<file path="src/verilog/cbt_pkg.sv">
/*
 * Constants and types for the bit timing block: register map, field
 * layout, reset values, bus levels and state codes.
 * Assumes a 32-bit AXI4-Lite slave port and a 25 MHz peripheral clock.
 */
`default_nettype none
package cbt_pkg;
   // ==========================================================
   // Clock and bit rate
   localparam int unsigned CLK_HZ           = 25_000_000;
   localparam int unsigned MAX_BIT_RATE_BPS = 1_000_000;
   localparam int unsigned MIN_CLKS_PER_BIT = CLK_HZ / MAX_BIT_RATE_BPS;

   // ==========================================================
   // Register map
   localparam int          ADDR_W          = 4;
   localparam logic [3:0]  OFS_BIT_TIMING  = 4'h0;
   localparam logic [3:0]  OFS_CONTROL     = 4'h4;
   localparam logic [3:0]  OFS_STATUS      = 4'h8;

   // Bit timing register fields, each stored as value minus one
   localparam int          PRESC_LSB       = 0;
   localparam int          PRESC_W         = 5;
   localparam int          SJW_LSB         = 6;
   localparam int          SJW_W           = 2;
   localparam int          FIRST_TIMING_SEGMENT_FIELD_LSB       = 8;
   localparam int          FIRST_TIMING_SEGMENT_FIELD_W         = 4;
   localparam int          SECOND_TIMING_SEGMENT_FIELD_LSB       = 12;
   localparam int          SECOND_TIMING_SEGMENT_FIELD_W         = 3;
   localparam logic [31:0] BTR_MASK        = 32'h0000_7FDF;
   localparam logic [31:0] BTR_RST         = 32'h0000_2300;

   // Control and status fields
   localparam int          CTRL_INIT_BIT   = 0;
   localparam int          STAT_SAMPLE_BIT = 0;
   localparam int          STAT_HARD_BIT   = 1;
   localparam int          STAT_RESYNC_BIT = 2;
   localparam int          STAT_STATE_LSB  = 4;
   localparam int          STAT_PERR_LSB   = 8;

   // ==========================================================
   // Bus levels, responses, counters
   localparam logic        LVL_DOMINANT    = 1'b0;
   localparam logic        LVL_RECESSIVE   = 1'b1;
   localparam logic [1:0]  RESP_OKAY       = 2'h0;
   localparam logic [1:0]  RESP_SLVERR     = 2'h2;
   localparam int          CNT_W           = 5;
   localparam logic [4:0]  CNT_ONE         = 5'h01;

   typedef enum logic [2:0] {
      ST_SYNC  = 3'h1,
      ST_FIRST_TIMING_SEGMENT_FIELD = 3'h2,
      ST_SECOND_TIMING_SEGMENT_FIELD = 3'h4
   } cbt_btl_state_type;
endpackage
`default_nettype wire

</file>
<file path="src/verilog/cbt_tq_if.sv">
/*
 * Link between the bit timing logic and the time quantum prescaler.
 * Assumes both ends run on the same peripheral clock.
 */
`timescale 1ns/10ps
`default_nettype none
interface cbt_tq_if;
   logic [cbt_pkg::PRESC_W-1:0] presc_field;
   logic                        run;
   logic                        tick;
   modport btl (output presc_field, output run, input tick);
   modport gen (input presc_field, input run, output tick);
endinterface
`default_nettype wire

</file>
<file path="src/verilog/cbt_quantum_prescaler.sv">
/*
 * Time quantum generator: one tick every (field + 1) clocks.
 * Assumes the field and run come from registers on the same clock.
 */
`timescale 1ns/10ps
`default_nettype none
module cbt_quantum_prescaler (
   input  wire logic aclk,
   input  wire logic aresetn,
   cbt_tq_if.gen     tq
);
   typedef struct packed {
      logic [cbt_pkg::PRESC_W-1:0] cnt;
      logic                        tick;
   } cbt_presc_state_type;

   cbt_presc_state_type s_r;
   cbt_presc_state_type s_nxt;

   // ==========================================================
   // Divider
   always_comb begin
      s_nxt = s_r;
      s_nxt.tick = 1'b0;
      if (!aresetn || !tq.run) begin
         s_nxt.cnt = '0;
      end else if (s_r.cnt >= tq.presc_field) begin
         s_nxt.cnt = '0;
         s_nxt.tick = 1'b1;
      end else begin
         s_nxt.cnt = s_r.cnt + cbt_pkg::CNT_ONE;
      end
   end

   always_ff @(posedge aclk) begin
      s_r <= s_nxt;
   end

   assign tq.tick = s_r.tick;
endmodule
`default_nettype wire

</file>
<file path="src/verilog/cbt_bit_timing.sv">
/*
 * Bit timing logic: AXI4-Lite registers, bus input synchroniser,
 * segment state machine, sample point and edge synchronisation.
 * Assumes the frame logic drives bus_idle on this clock and that
 * can_rx is the asynchronous receive pin of the transceiver.
 */
// Added by the designer: the AXI4-Lite register port and the placing of the registers.
`timescale 1ns/10ps
`default_nettype none
module cbt_bit_timing (
   input  wire logic                       aclk,
   input  wire logic                       aresetn,
   input  wire logic [cbt_pkg::ADDR_W-1:0] s_axi_awaddr,
   input  wire logic                       s_axi_awvalid,
   output logic                            s_axi_awready,
   input  wire logic [31:0]                s_axi_wdata,
   input  wire logic [3:0]                 s_axi_wstrb,
   input  wire logic                       s_axi_wvalid,
   output logic                            s_axi_wready,
   output logic [1:0]                      s_axi_bresp,
   output logic                            s_axi_bvalid,
   input  wire logic                       s_axi_bready,
   input  wire logic [cbt_pkg::ADDR_W-1:0] s_axi_araddr,
   input  wire logic                       s_axi_arvalid,
   output logic                            s_axi_arready,
   output logic [31:0]                     s_axi_rdata,
   output logic [1:0]                      s_axi_rresp,
   output logic                            s_axi_rvalid,
   input  wire logic                       s_axi_rready,
   input  wire logic                       can_rx,
   input  wire logic                       bus_idle,
   output logic                            sample_point,
   output logic                            sampled_bit
);
   typedef struct packed {
      logic                               awready;
      logic                               wready;
      logic                               bvalid;
      logic [1:0]                         bresp;
      logic                               aw_hold;
      logic [cbt_pkg::ADDR_W-1:0]         awaddr;
      logic                               w_hold;
      logic [31:0]                        wdata;
      logic [3:0]                         wstrb;
      logic                               arready;
      logic                               rvalid;
      logic [31:0]                        rdata;
      logic [1:0]                         rresp;
      logic [31:0]                        btr;
      logic                               init;
      logic                               rx_meta;
      logic                               rx_sync;
      cbt_pkg::cbt_btl_state_type         st;
      logic [cbt_pkg::CNT_W-1:0]          cnt;
      logic [cbt_pkg::CNT_W-1:0]          lim1;
      logic [cbt_pkg::CNT_W-1:0]          lim2;
      logic                               prev_sp;
      logic                               synced;
      logic                               sample_point;
      logic                               sampled;
      logic                               hard_seen;
      logic                               resync_seen;
      logic signed [5:0]                  perr;
   } cbt_state_type;

   cbt_state_type             s_r;
   cbt_state_type             s_nxt;
   cbt_tq_if                  tq ();
   logic [cbt_pkg::CNT_W-1:0] first_timing_segment_field_nom;
   logic [cbt_pkg::CNT_W-1:0] ph2_nom;
   logic [cbt_pkg::CNT_W-1:0] sjw_raw;
   logic [cbt_pkg::CNT_W-1:0] sjw_eff;
   logic [cbt_pkg::CNT_W-1:0] pos_err;
   logic [cbt_pkg::CNT_W-1:0] pos_add;
   logic [cbt_pkg::CNT_W-1:0] neg_mag;
   logic [cbt_pkg::CNT_W-1:0] neg_sub;
   logic signed [5:0]         perr_now;
   logic                      edge_now;
   logic                      hard_now;

   localparam logic [4:0] CNT_ONE_L = cbt_pkg::CNT_ONE;

   function automatic logic [4:0] fn_min(input logic [4:0] a, input logic [4:0] b);
      fn_min = (a < b) ? a : b;
   endfunction

   function automatic logic [31:0] fn_strb(input logic [31:0] old, input logic [31:0] wd,
                                           input logic [3:0] strb);
      logic [31:0] res;
      res = old;
      for (int i = 0; i < 4; i++) begin
         if (strb[i]) begin
            res[i*8 +: 8] = wd[i*8 +: 8];
         end
      end
      fn_strb = res;
   endfunction

   // ==========================================================
   // Configuration decode
   assign first_timing_segment_field_nom = 5'(s_r.btr[cbt_pkg::FIRST_TIMING_SEGMENT_FIELD_LSB +: cbt_pkg::FIRST_TIMING_SEGMENT_FIELD_W]) + cbt_pkg::CNT_ONE;
   assign ph2_nom   = 5'(s_r.btr[cbt_pkg::SECOND_TIMING_SEGMENT_FIELD_LSB +: cbt_pkg::SECOND_TIMING_SEGMENT_FIELD_W]) + cbt_pkg::CNT_ONE;
   assign sjw_raw   = 5'(s_r.btr[cbt_pkg::SJW_LSB +: cbt_pkg::SJW_W]) + cbt_pkg::CNT_ONE;
   assign sjw_eff   = fn_min(sjw_raw, ph2_nom);

   // ==========================================================
   // Edge detection and phase error
   assign edge_now = tq.tick && !s_r.init && !s_r.synced
                     && s_r.prev_sp == cbt_pkg::LVL_RECESSIVE
                     && s_r.rx_sync == cbt_pkg::LVL_DOMINANT;
   assign hard_now = edge_now && bus_idle;
   assign pos_err  = s_r.cnt + cbt_pkg::CNT_ONE;
   assign pos_add  = fn_min(pos_err, sjw_eff);
   assign neg_mag  = s_r.lim2 - s_r.cnt;
   assign neg_sub  = fn_min(neg_mag, sjw_eff);

   always_comb begin
      case (s_r.st)
         cbt_pkg::ST_FIRST_TIMING_SEGMENT_FIELD: perr_now = $signed({1'b0, pos_err});
         cbt_pkg::ST_SECOND_TIMING_SEGMENT_FIELD: perr_now = -$signed({1'b0, neg_mag});
         default:           perr_now = '0;
      endcase
   end

   // ==========================================================
   // Next state
   always_comb begin
      s_nxt = s_r;
      s_nxt.rx_meta = can_rx;
      s_nxt.rx_sync = s_r.rx_meta;
      s_nxt.sample_point = 1'b0;

      // Write channel: address and data in either order
      if (s_r.awready && s_axi_awvalid) begin
         s_nxt.aw_hold = 1'b1;
         s_nxt.awaddr = s_axi_awaddr;
      end
      if (s_r.wready && s_axi_wvalid) begin
         s_nxt.w_hold = 1'b1;
         s_nxt.wdata = s_axi_wdata;
         s_nxt.wstrb = s_axi_wstrb;
      end
      if (s_r.bvalid && s_axi_bready) begin
         s_nxt.bvalid = 1'b0;
      end
      if (s_r.aw_hold && s_r.w_hold && !s_r.bvalid) begin
         s_nxt.aw_hold = 1'b0;
         s_nxt.w_hold = 1'b0;
         s_nxt.bvalid = 1'b1;
         s_nxt.bresp = cbt_pkg::RESP_OKAY;
         case (s_r.awaddr)
            cbt_pkg::OFS_BIT_TIMING: begin
               s_nxt.btr = fn_strb(s_r.btr, s_r.wdata, s_r.wstrb) & cbt_pkg::BTR_MASK;
            end
            cbt_pkg::OFS_CONTROL: begin
               if (s_r.wstrb[0]) begin
                  s_nxt.init = s_r.wdata[cbt_pkg::CTRL_INIT_BIT];
               end
            end
            cbt_pkg::OFS_STATUS: begin
               if (s_r.wstrb[0] && s_r.wdata[cbt_pkg::STAT_HARD_BIT]) begin
                  s_nxt.hard_seen = 1'b0;
               end
               if (s_r.wstrb[0] && s_r.wdata[cbt_pkg::STAT_RESYNC_BIT]) begin
                  s_nxt.resync_seen = 1'b0;
               end
            end
            default: begin
               s_nxt.bresp = cbt_pkg::RESP_SLVERR;
            end
         endcase
      end
      s_nxt.awready = !s_nxt.aw_hold && !s_nxt.bvalid;
      s_nxt.wready = !s_nxt.w_hold && !s_nxt.bvalid;

      // Read channel
      if (s_r.rvalid && s_axi_rready) begin
         s_nxt.rvalid = 1'b0;
      end
      if (s_r.arready && s_axi_arvalid) begin
         s_nxt.rvalid = 1'b1;
         s_nxt.rresp = cbt_pkg::RESP_OKAY;
         s_nxt.rdata = '0;
         case (s_axi_araddr)
            cbt_pkg::OFS_BIT_TIMING: s_nxt.rdata = s_r.btr;
            cbt_pkg::OFS_CONTROL:    s_nxt.rdata[cbt_pkg::CTRL_INIT_BIT] = s_r.init;
            cbt_pkg::OFS_STATUS: begin
               s_nxt.rdata[cbt_pkg::STAT_SAMPLE_BIT] = s_r.sampled;
               s_nxt.rdata[cbt_pkg::STAT_HARD_BIT] = s_r.hard_seen;
               s_nxt.rdata[cbt_pkg::STAT_RESYNC_BIT] = s_r.resync_seen;
               s_nxt.rdata[cbt_pkg::STAT_STATE_LSB +: 3] = s_r.st;
               s_nxt.rdata[cbt_pkg::STAT_PERR_LSB +: 6] = s_r.perr;
            end
            default: s_nxt.rresp = cbt_pkg::RESP_SLVERR;
         endcase
      end
      s_nxt.arready = !s_nxt.rvalid;

      // Bit timing state machine, one step per quantum; flag sets win
      if (s_r.init) begin
         s_nxt.st = cbt_pkg::ST_SYNC;
         s_nxt.cnt = '0;
         s_nxt.synced = 1'b0;
         s_nxt.prev_sp = cbt_pkg::LVL_RECESSIVE;
      end else if (tq.tick) begin
         if (edge_now) begin
            s_nxt.synced = 1'b1;
            s_nxt.perr = perr_now;
            if (hard_now) begin
               s_nxt.hard_seen = 1'b1;
            end else if (s_r.st != cbt_pkg::ST_SYNC) begin
               s_nxt.resync_seen = 1'b1;
            end
         end
         case (s_r.st)
            cbt_pkg::ST_SYNC: begin
               s_nxt.st = cbt_pkg::ST_FIRST_TIMING_SEGMENT_FIELD;
               s_nxt.cnt = '0;
               s_nxt.lim1 = first_timing_segment_field_nom;
            end
            cbt_pkg::ST_FIRST_TIMING_SEGMENT_FIELD: begin
               if (hard_now) begin
                  s_nxt.cnt = '0;
                  s_nxt.lim1 = first_timing_segment_field_nom;
               end else begin
                  if (edge_now) begin
                     s_nxt.lim1 = s_r.lim1 + pos_add;
                  end
                  if (pos_err >= s_nxt.lim1) begin
                     s_nxt.st = cbt_pkg::ST_SECOND_TIMING_SEGMENT_FIELD;
                     s_nxt.cnt = '0;
                     s_nxt.lim2 = ph2_nom;
                     s_nxt.sample_point = 1'b1;
                     s_nxt.sampled = s_r.rx_sync;
                     s_nxt.prev_sp = s_r.rx_sync;
                     s_nxt.synced = 1'b0;
                  end else begin
                     s_nxt.cnt = pos_err;
                  end
               end
            end
            cbt_pkg::ST_SECOND_TIMING_SEGMENT_FIELD: begin
               if (hard_now || (edge_now && neg_mag <= sjw_eff)) begin
                  s_nxt.st = cbt_pkg::ST_FIRST_TIMING_SEGMENT_FIELD;
                  s_nxt.cnt = '0;
                  s_nxt.lim1 = first_timing_segment_field_nom;
               end else begin
                  if (edge_now) begin
                     s_nxt.lim2 = s_r.lim2 - neg_sub;
                  end
                  if (pos_err >= s_nxt.lim2) begin
                     s_nxt.st = cbt_pkg::ST_SYNC;
                     s_nxt.cnt = '0;
                  end else begin
                     s_nxt.cnt = pos_err;
                  end
               end
            end
            default: begin
               s_nxt.st = cbt_pkg::ST_SYNC;
               s_nxt.cnt = '0;
            end
         endcase
      end

      if (!aresetn) begin
         s_nxt = '0;
         s_nxt.st = cbt_pkg::ST_SYNC;
         s_nxt.btr = cbt_pkg::BTR_RST;
         s_nxt.init = 1'b1;
         s_nxt.rx_meta = cbt_pkg::LVL_RECESSIVE;
         s_nxt.rx_sync = cbt_pkg::LVL_RECESSIVE;
         s_nxt.prev_sp = cbt_pkg::LVL_RECESSIVE;
         s_nxt.sampled = cbt_pkg::LVL_RECESSIVE;
         s_nxt.lim1 = CNT_ONE_L;
         s_nxt.lim2 = CNT_ONE_L;
      end
   end

   always_ff @(posedge aclk) begin
      s_r <= s_nxt;
   end

   // ==========================================================
   // Quantum prescaler and outputs
   assign tq.presc_field = s_r.btr[cbt_pkg::PRESC_LSB +: cbt_pkg::PRESC_W];
   assign tq.run = !s_r.init;

   cbt_quantum_prescaler u_presc (
      .aclk    (aclk),
      .aresetn (aresetn),
      .tq      (tq.gen)
   );

   assign s_axi_awready = s_r.awready;
   assign s_axi_wready  = s_r.wready;
   assign s_axi_bvalid  = s_r.bvalid;
   assign s_axi_bresp   = s_r.bresp;
   assign s_axi_arready = s_r.arready;
   assign s_axi_rvalid  = s_r.rvalid;
   assign s_axi_rdata   = s_r.rdata;
   assign s_axi_rresp   = s_r.rresp;
   assign sample_point  = s_r.sample_point;
   assign sampled_bit   = s_r.sampled;

   // ==========================================================
   // Checks
   logic [1:0] syncs_since_sp_r;
   always_ff @(posedge aclk) begin
      if (!aresetn || s_r.sample_point) begin
         syncs_since_sp_r <= '0;
      end else if (edge_now && syncs_since_sp_r != 2'h3) begin
         syncs_since_sp_r <= syncs_since_sp_r + 2'h1;
      end
   end
endmodule
`default_nettype wire

</file>
<file path="config.mk">
export PLATFORM = sky130hd
export DESIGN_NAME = cbt_bit_timing
export DESIGN_NICKNAME = d
export VERILOG_FILES = /design/src/verilog/cbt_pkg.sv /design/src/verilog/cbt_tq_if.sv /design/src/verilog/cbt_quantum_prescaler.sv /design/src/verilog/cbt_bit_timing.sv
export SDC_FILE = /design/constraint.sdc
export NUM_CORES = 1
export LEC_CHECK = 0
export BUFFER_PORTS_ARGS = -buffer_cell sky130_fd_sc_hd__buf_4
export CORE_MARGIN = 2
export CORE_UTILIZATION = 51
export DETAILED_ROUTE_END_ITERATION = 10
export PLACE_DENSITY = 0.76
export SETUP_SLACK_MARGIN = 0.5
export SYNTH_ARGS = -nofsm -noshare
export SYNTH_HDL_FRONTEND = slang
export SYNTH_SLANG_ARGS = --single-unit
</file>
<file path="constraint.sdc">
create_clock -name aclk -period 5.4 [get_ports aclk]
set_input_delay 1.62 -clock aclk [delete_from_list [all_inputs] [get_ports aclk]]
set_output_delay 1.62 -clock aclk [all_outputs]
set_load 0.02 [all_outputs]
</file>
Yosys cells after proc, flatten, opt, wreduce, memory -nomap -nowiden --
Index checks and enable logic that the tools add are counted.
Storage, ports and cells: latch bits 0, logic and storage cells 168, register bits after elaboration 136, input bits 53, output and inout bits 43, memories kept 0, memory bits (read-only) 0, RAM bits 0
Cells by class: shift-type cells 0, bitwise operators 6, mux-type cells 57, order comparisons 7, reductions and logical operators 45, add/subtract/negate cells 9, div/mod/pow operators 0, multiply operators 0, equality and inequality tests 13
Operator list (number):
- two-way mux 5 bit | 17
- two-way mux 37 bit | 1
- two-way mux 35 bit | 1
- two-way mux 8 bit | 4
- case mux 6 bit (2 select lines) | 2
- case mux 8 bit (3 select lines) | 1
- two-way mux 9 bit | 2
- logical AND 1 bit | 17
- >= comparator 5 bit | 3
- case mux 5 bit (3 select lines) | 1
- two-way mux 1 bit | 13
- two-way mux 3 bit | 4
- AND reduction 3 bit | 4
- AND reduction 4 bit | 3
- adder 5 x 1 -> 5 bit, second input constant | 2
- < comparator 5 x 4 -> 1 bit | 2
- two-way mux 10 bit | 1
- case mux 5 bit (2 select lines) | 1
- subtractor 5 bit | 2
- equality test 4 x 3 -> 1 bit, second input constant | 2
- equality test 4 bit, second input constant | 2
- logical NOT 1 bit | 8
- logical NOT 4 bit | 2
- two-way mux 2 bit | 4
- other kinds (26) | 38

Longest topological paths before layout --
word-level depth 15, gate-level depth with buffers 26, depth with buffers taken out 25

Modules after synthesis --
From an unflattened synthesis, not the netlist that was laid out.
Second synthesis, totals: cells, all modules 673, area, all modules 5776.8 sq um
Modules (own cells, without submodules):
- cbt_bit_timing | cells an instance 636, sequential area each 1821.7 sq um, area each 5437.7 sq um, times used 1
- cbt_quantum_prescaler | cells an instance 37, sequential area each 120.1 sq um, area each 339.1 sq um, times used 1

Worst setup path before layout --
Ideal clock, no wire load.
path kind register to register, from register s_r[22] in the netlist's numbering, to register s_r[22] in the netlist's numbering, clock period less this slack 5.167 ns, setup slack 0.233 ns, library setup time 0.067 ns, required time 5.333 ns, buffers on the path 1, data arrival time 5.099 ns, stages on the path, launching flop included 26, cell sequence dfxtp_1 > ha_1 > inv_1 > a21o_1 > a21o_1 > xnor2_1 > inv_1 > ha_1 > nand2_1 > a211oi_2 > or2_2 > clkbuf_1 > mux2i_1 > ha_1 > inv_1 > fa_1 > a21o_1 > a211oi_1 > xnor2_1 > ha_1 > a21oi_1 > o211ai_1 > o22ai_1 > o21ba_1 > or2_4 > o21ai_2
On the way: word-level cells in the longest chain between the ends 13, elaborated cells on any way between the ends 28, those cells by class add/sub (4); order compare (5); mux (17); reduce/logical (2)
Ends and longest elaborated chain:
- start, declared | line cbt_bit_timing.sv:66 | cbt_state_type s_r;
- start signal, assigned | line cbt_bit_timing.sv:281 | s_r <= s_nxt;
- subtractor 5 bit / adder 5 x 1 -> 5 bit (equally long branches) | line cbt_bit_timing.sv:114, cbt_bit_timing.sv:112
- < comparator 5 x 4 -> 1 bit | line cbt_bit_timing.sv:84 | fn_min = (a < b) ? a : b;
- two-way mux 5 bit | line cbt_bit_timing.sv:84
- subtractor 5 bit / adder 5 bit (equally long branches) | line cbt_bit_timing.sv:249, cbt_bit_timing.sv:227
- two-way mux 5 bit (on tied branches) | line cbt_bit_timing.sv:248, cbt_bit_timing.sv:226
- two-way mux 5 bit (on tied branches) | line cbt_bit_timing.sv:243, cbt_bit_timing.sv:222
- two-way mux 5 bit | line cbt_bit_timing.sv:215 | case (s_r.st)
- two-way mux 5 bit | line cbt_bit_timing.sv:205 | end else if (tq.tick) begin
- two-way mux 5 bit | line cbt_bit_timing.sv:200 | if (s_r.init) begin
- >= comparator 5 bit (on tied branches) | line cbt_bit_timing.sv:251, cbt_bit_timing.sv:229
- two-way mux 5 bit (on tied branches) | line cbt_bit_timing.sv:251, cbt_bit_timing.sv:229
- two-way mux 8 bit / two-way mux 10 bit (equally long branches) | line cbt_bit_timing.sv:243, cbt_bit_timing.sv:222
- case mux 8 bit (3 select lines) * | line cbt_bit_timing.sv:215
Every way passes the cells marked *; elsewhere a longest branch is shown, timed or not. The select of a mux whose other input is x is not followed. A chain may end at the register's enable or synchronous reset.

Final worst setup path --
from register s_r[40] in the netlist's numbering, to register s_r[23] in the netlist's numbering
On the way: word-level cells in the longest chain between the ends 15, elaborated cells on any way between the ends 29, those cells by class add/sub (3); order compare (6); mux (18); reduce/logical (2)
Ends and longest elaborated chain:
- adder 2 x 1 -> 3 bit * | line cbt_bit_timing.sv:103 | assign sjw_raw = 5'(s_r.btr[cbt_pkg::SJW_LSB +: cbt_pkg::SJW_W]) + cbt_pkg::CNT_ONE;
- < comparator 3 x 4 -> 1 bit | line cbt_bit_timing.sv:84
- two-way mux 4 bit * | line cbt_bit_timing.sv:84
- < comparator 5 x 4 -> 1 bit | line cbt_bit_timing.sv:84
- two-way mux 5 bit | line cbt_bit_timing.sv:84
- subtractor 5 bit / adder 5 bit (equally long branches) | line cbt_bit_timing.sv:249, cbt_bit_timing.sv:227
- two-way mux 5 bit (on tied branches) | line cbt_bit_timing.sv:248, cbt_bit_timing.sv:226
- two-way mux 5 bit (on tied branches) | line cbt_bit_timing.sv:243, cbt_bit_timing.sv:222
- two-way mux 5 bit | line cbt_bit_timing.sv:215
- two-way mux 5 bit | line cbt_bit_timing.sv:205
- two-way mux 5 bit | line cbt_bit_timing.sv:200
- >= comparator 5 bit (on tied branches) | line cbt_bit_timing.sv:251, cbt_bit_timing.sv:229
- two-way mux 5 bit (on tied branches) | line cbt_bit_timing.sv:251, cbt_bit_timing.sv:229
- two-way mux 8 bit / two-way mux 10 bit (equally long branches) | line cbt_bit_timing.sv:243, cbt_bit_timing.sv:222
- case mux 8 bit (3 select lines) * | line cbt_bit_timing.sv:215
Marked as above.

==> metrics <==
post-synthesis cell area 0.00565 mm2; Setup violations, final 0; number of nets still failing antenna checks after routing 0; final worst path period share 0.908; warnings from Yosys 0; Ports 96; fraction of layout cells with a size suffix above 1 0.246; Max-Slew Margin vs Limit 0.353; Std-Cell Rows 38; startpoint class of the critical path flip-flop; total area of sequential cells 0.00197 mm2; starting density of the core 0.521; number of clock sinks 97; commonest register cell after synthesis sky130_fd_sc_hd__dfxtp_1; GRT met2 Usage 0.390; detailed placer's ending HPWL 10,100 um; Leakage 2.65 nW; hold path start s_r[31]$_SDFF_PN1_; Hold Crit Endpoint s_r[30]$_SDFF_PN1_; number of global-route vias before repair 4,546; worst vdd ir 0.152 mV; GP Congestion 0.915; Tightest Pin Transition 971 ps; initial antenna violation count 0; GR Overflow Total 0; Post-Synthesis Cells 672; violation count after the first detailed-route iteration 295; R2R depth 23; drt first pass iters 6; internal cell power 1.05 mW; sw frac 0.258; gr usage total 0.234; switching power total 364 uW; sequential cell area fraction in the yosys report 0.344; die height 109 um; area of the multi-input gates 0.00352 mm2; number of register bits inferred by synthesis 97; met3 capacity usage during global routing 0.0448; die outline area 0.0119 mm2; cell types occupying the most area after synthesis sky130_fd_sc_hd__dfxtp_1 (34%), sky130_fd_sc_hd__ha_1 (8.4%), sky130_fd_sc_hd__nand2_1 (6.0%); Post-Route Skew 21.3 ps; core occupancy in the finished layout 0.618; filler cell count in the final layout 926; peak fanout along the critical path 4; floorplan core area 0.0108 mm2; class of the tightest hold or removal check reg2reg; antenna cell count 0; power density over the cells 211 mW/mm2; total of max-cap violations 0; setup repair after global routing missed its margin yes; Tmin final 4910 ps; syn_area_per_cell 8.41 um2; number of buffer cells added on primary ports 56; average vias per placed instance 5.69; growth of design area from synthesis to finish 18.5%; sequential share of power 0.526; Worst Path Class, Setup reg2reg; Worst R2R Setup Slack 490 ps; most common cell in the synthesized netlist sky130_fd_sc_hd__dfxtp_1; routed via count 4,992; Critical Path AT 5230 ps; capturing point of the worst reg2reg path s_r[23]$_SDFFE_PP0P_; number of buffers added by the clock tree synthesis step 9; ranking of synthesized cells by instance count sky130_fd_sc_hd__dfxtp_1 (97), sky130_fd_sc_hd__nand2_1 (91), sky130_fd_sc_hd__nor2_1 (58); pin count of the biggest net entering global routing 64; maximum level of the CTS H-tree 3; share of flip-flops with an asynchronous set or reset 0; number of nets in the layout 826; cell taking the most area after synthesis sky130_fd_sc_hd__dfxtp_1; clock transition at the register clock pins on the worst setup and hold paths after CTS 100 ps; total wire length 14,300 um; Clock power frac 0.389; wire length of the first global-routing pass 21,900 um; number of synthesized flops with an enable pin 0; Logic pwr share 0.085; die span in x 109 um; GR Layer Usage met1 0.306; highest-utilization routing layer at the global route stage met2; peak clock frequency supported by timing 204 MHz; critical path endpoint category flip-flop; post-synth top area share 0.344; Worst Hold Path Cells 1; post-DR wirelength/cell 16.3 um; status complete, no violations; number of slew-limit violations in the final report 0; final hold violations 0; total DRC errors in the routed layout 0; distinct cell type count after synthesis 67; CTS Root Cell sky130_fd_sc_hd__clkbuf_8; CTS tree built; final-layout setup total negative slack 0 ps; WP data required 5720 ps; reg-to-reg startpoint s_r[40]$_SDFFE_PN0P_; clock insertion delay at the later pin of the skew report 390 ps; buffers from clock root to sink, at most 2
==> registers in the layout, indices dropped and copies added (netlist names) <==
name	flops
s_axi_rvalid	1
s_axi_rdata	15
s_axi_arready	1
s_axi_bvalid	1
s_axi_bresp	1
s_r	67
s_axi_wready	1
sampled_bit	1
s_axi_awready	1
u_presc.s_r	5
sample_point	1
s_axi_rresp	1
u_presc.tq.tick	1
==> worst max path at each step <==
stage / cells past startpoint / endpoint / slack [ps] / from
6_report: 23 / s_r[23]$_SDFFE_PP0P_ / 490 / s_r[40]$_SDFFE_PN0P_
5_1_grt: 24 / s_r[23]$_SDFFE_PP0P_ / 300 / s_r[45]$_SDFFE_PN0P_
4_1_cts: 23 / s_r[15]$_SDFFE_PN0P_ / 500 / s_r[22]$_SDFFE_PP0P_
3_5_place_dp: 24 / s_r[22]$_SDFFE_PP0P_ / 10 / s_r[23]$_SDFFE_PP0P_
3_3_place_gp: 24 / s_r[22]$_SDFFE_PP0P_ / 130 / s_r[23]$_SDFFE_PP0P_
2_1_floorplan: 24 / s_r[22]$_SDFFE_PP0P_ / 530 / s_r[22]$_SDFFE_PP0P_
==> power groups by stage <==
stage / Clock (mW) / Sequential [mW] / Combinational, mW
after floorplan: 0 / 0.760 / 0.0889
after global placement: 0 / 0.759 / 0.115
after detailed placement: 0 / 0.761 / 0.118
after CTS: 0.552 / 0.743 / 0.120
after global routing: 0.580 / 0.744 / 0.133
final: 0.549 / 0.742 / 0.120
==> final cells by class <==
class,count,area share
clock buffers,10,0.0191
clock inverters,6,0.0149
inverters,26,0.0146
multi-input cells,504,0.526
flip-flops and latches,97,0.293
well taps,140,0.0262
repair buffers,94,0.106
==> stage by stage <==
stage / power, mW / worst slack [ps] / hold WS, ps / std cells / cell area (um2)
after global placement: 0.875 / 132 / 417 / 838 / 6080
after global routing: 1.46 / 302 / 467 / 877 / 6700
after floorplan: 0.849 / 531 / 386 / 691 / 5750
final: 1.41 / 494 / 457 / 877 / 6700
after CTS: 1.41 / 502 / 458 / 862 / 6440
after detailed placement: 0.879 / 11.2 / 415 / 838 / 6080
==> kinds of logic after synthesis <==
family	synth area share
AO/OA/AOI/OAI	0.187
XOR/XNOR	0.0357
adder cells (fa/ha/maj)	0.0948
buffers and inverters	0.0859
flip-flops	0.344
multiplexers	0.0465
other	0.00133
AND/OR/NAND/NOR	0.205
==> per-layer routing <==
layer,share of wire,vias to the layer above
li1,-,2425
met1,0.43,2388
met2,0.50,150
met3,0.051,29
met4,0.019,0
met5,0,-
==> worst max-delay path: stages, from the launching register on <==
cell and delay (ps):
sky130_fd_sc_hd__dfxtp_4 370, sky130_fd_sc_hd__ha_4 160, sky130_fd_sc_hd__xor2_2 150, sky130_fd_sc_hd__mux2i_1 270, sky130_fd_sc_hd__o21ai_1 130, sky130_fd_sc_hd__a21oi_2 240, sky130_fd_sc_hd__inv_2 70, sky130_fd_sc_hd__ha_4 180
sky130_fd_sc_hd__o311ai_4 280, sky130_fd_sc_hd__or2_4 200, sky130_fd_sc_hd__mux2i_2 240, sky130_fd_sc_hd__ha_2 210, sky130_fd_sc_hd__inv_2 40, sky130_fd_sc_hd__fa_2 340, sky130_fd_sc_hd__a21o_1 180, sky130_fd_sc_hd__a211oi_2 260
sky130_fd_sc_hd__xnor2_2 160, sky130_fd_sc_hd__ha_1 270, sky130_fd_sc_hd__a21oi_1 130, sky130_fd_sc_hd__o211ai_1 140, sky130_fd_sc_hd__o22ai_1 250, sky130_fd_sc_hd__o21ba_4 200, sky130_fd_sc_hd__or2_4 280, sky130_fd_sc_hd__o21ai_2 110
==> cell usage in the layout, fill, tap and decap left out, drive strengths merged, types with 4 or more instances in the layout <==
cell type	Yosys	layout
a211o	4	4
a211oi	6	6
a21o	11	11
a21oi	58	58
a221oi	13	13
and2	5	5
and3	7	7
buf	45	94
clkbuf	19	10
conb	2	21
dfxtp	97	97
ha	38	38
inv	26	28
mux2i	24	24
nand2	91	91
nand2b	15	15
nand3	21	21
nand4	5	5
nor2	58	58
nor2b	7	7
nor3	20	20
o211ai	7	7
o21ai	25	25
o22ai	6	6
xnor2	15	15
xor2	8	8
==> repair_timing <==
item	in CTS	in global routing
pin swaps	9	10
endpoints found under the hold margin	0	0
cloned	0	0
gates resized for setup	16	37
hold buffers	0	0
setup buffers	8	15
endpoints found under the setup margin	14	17
Power figures use the tool's default switching activity.
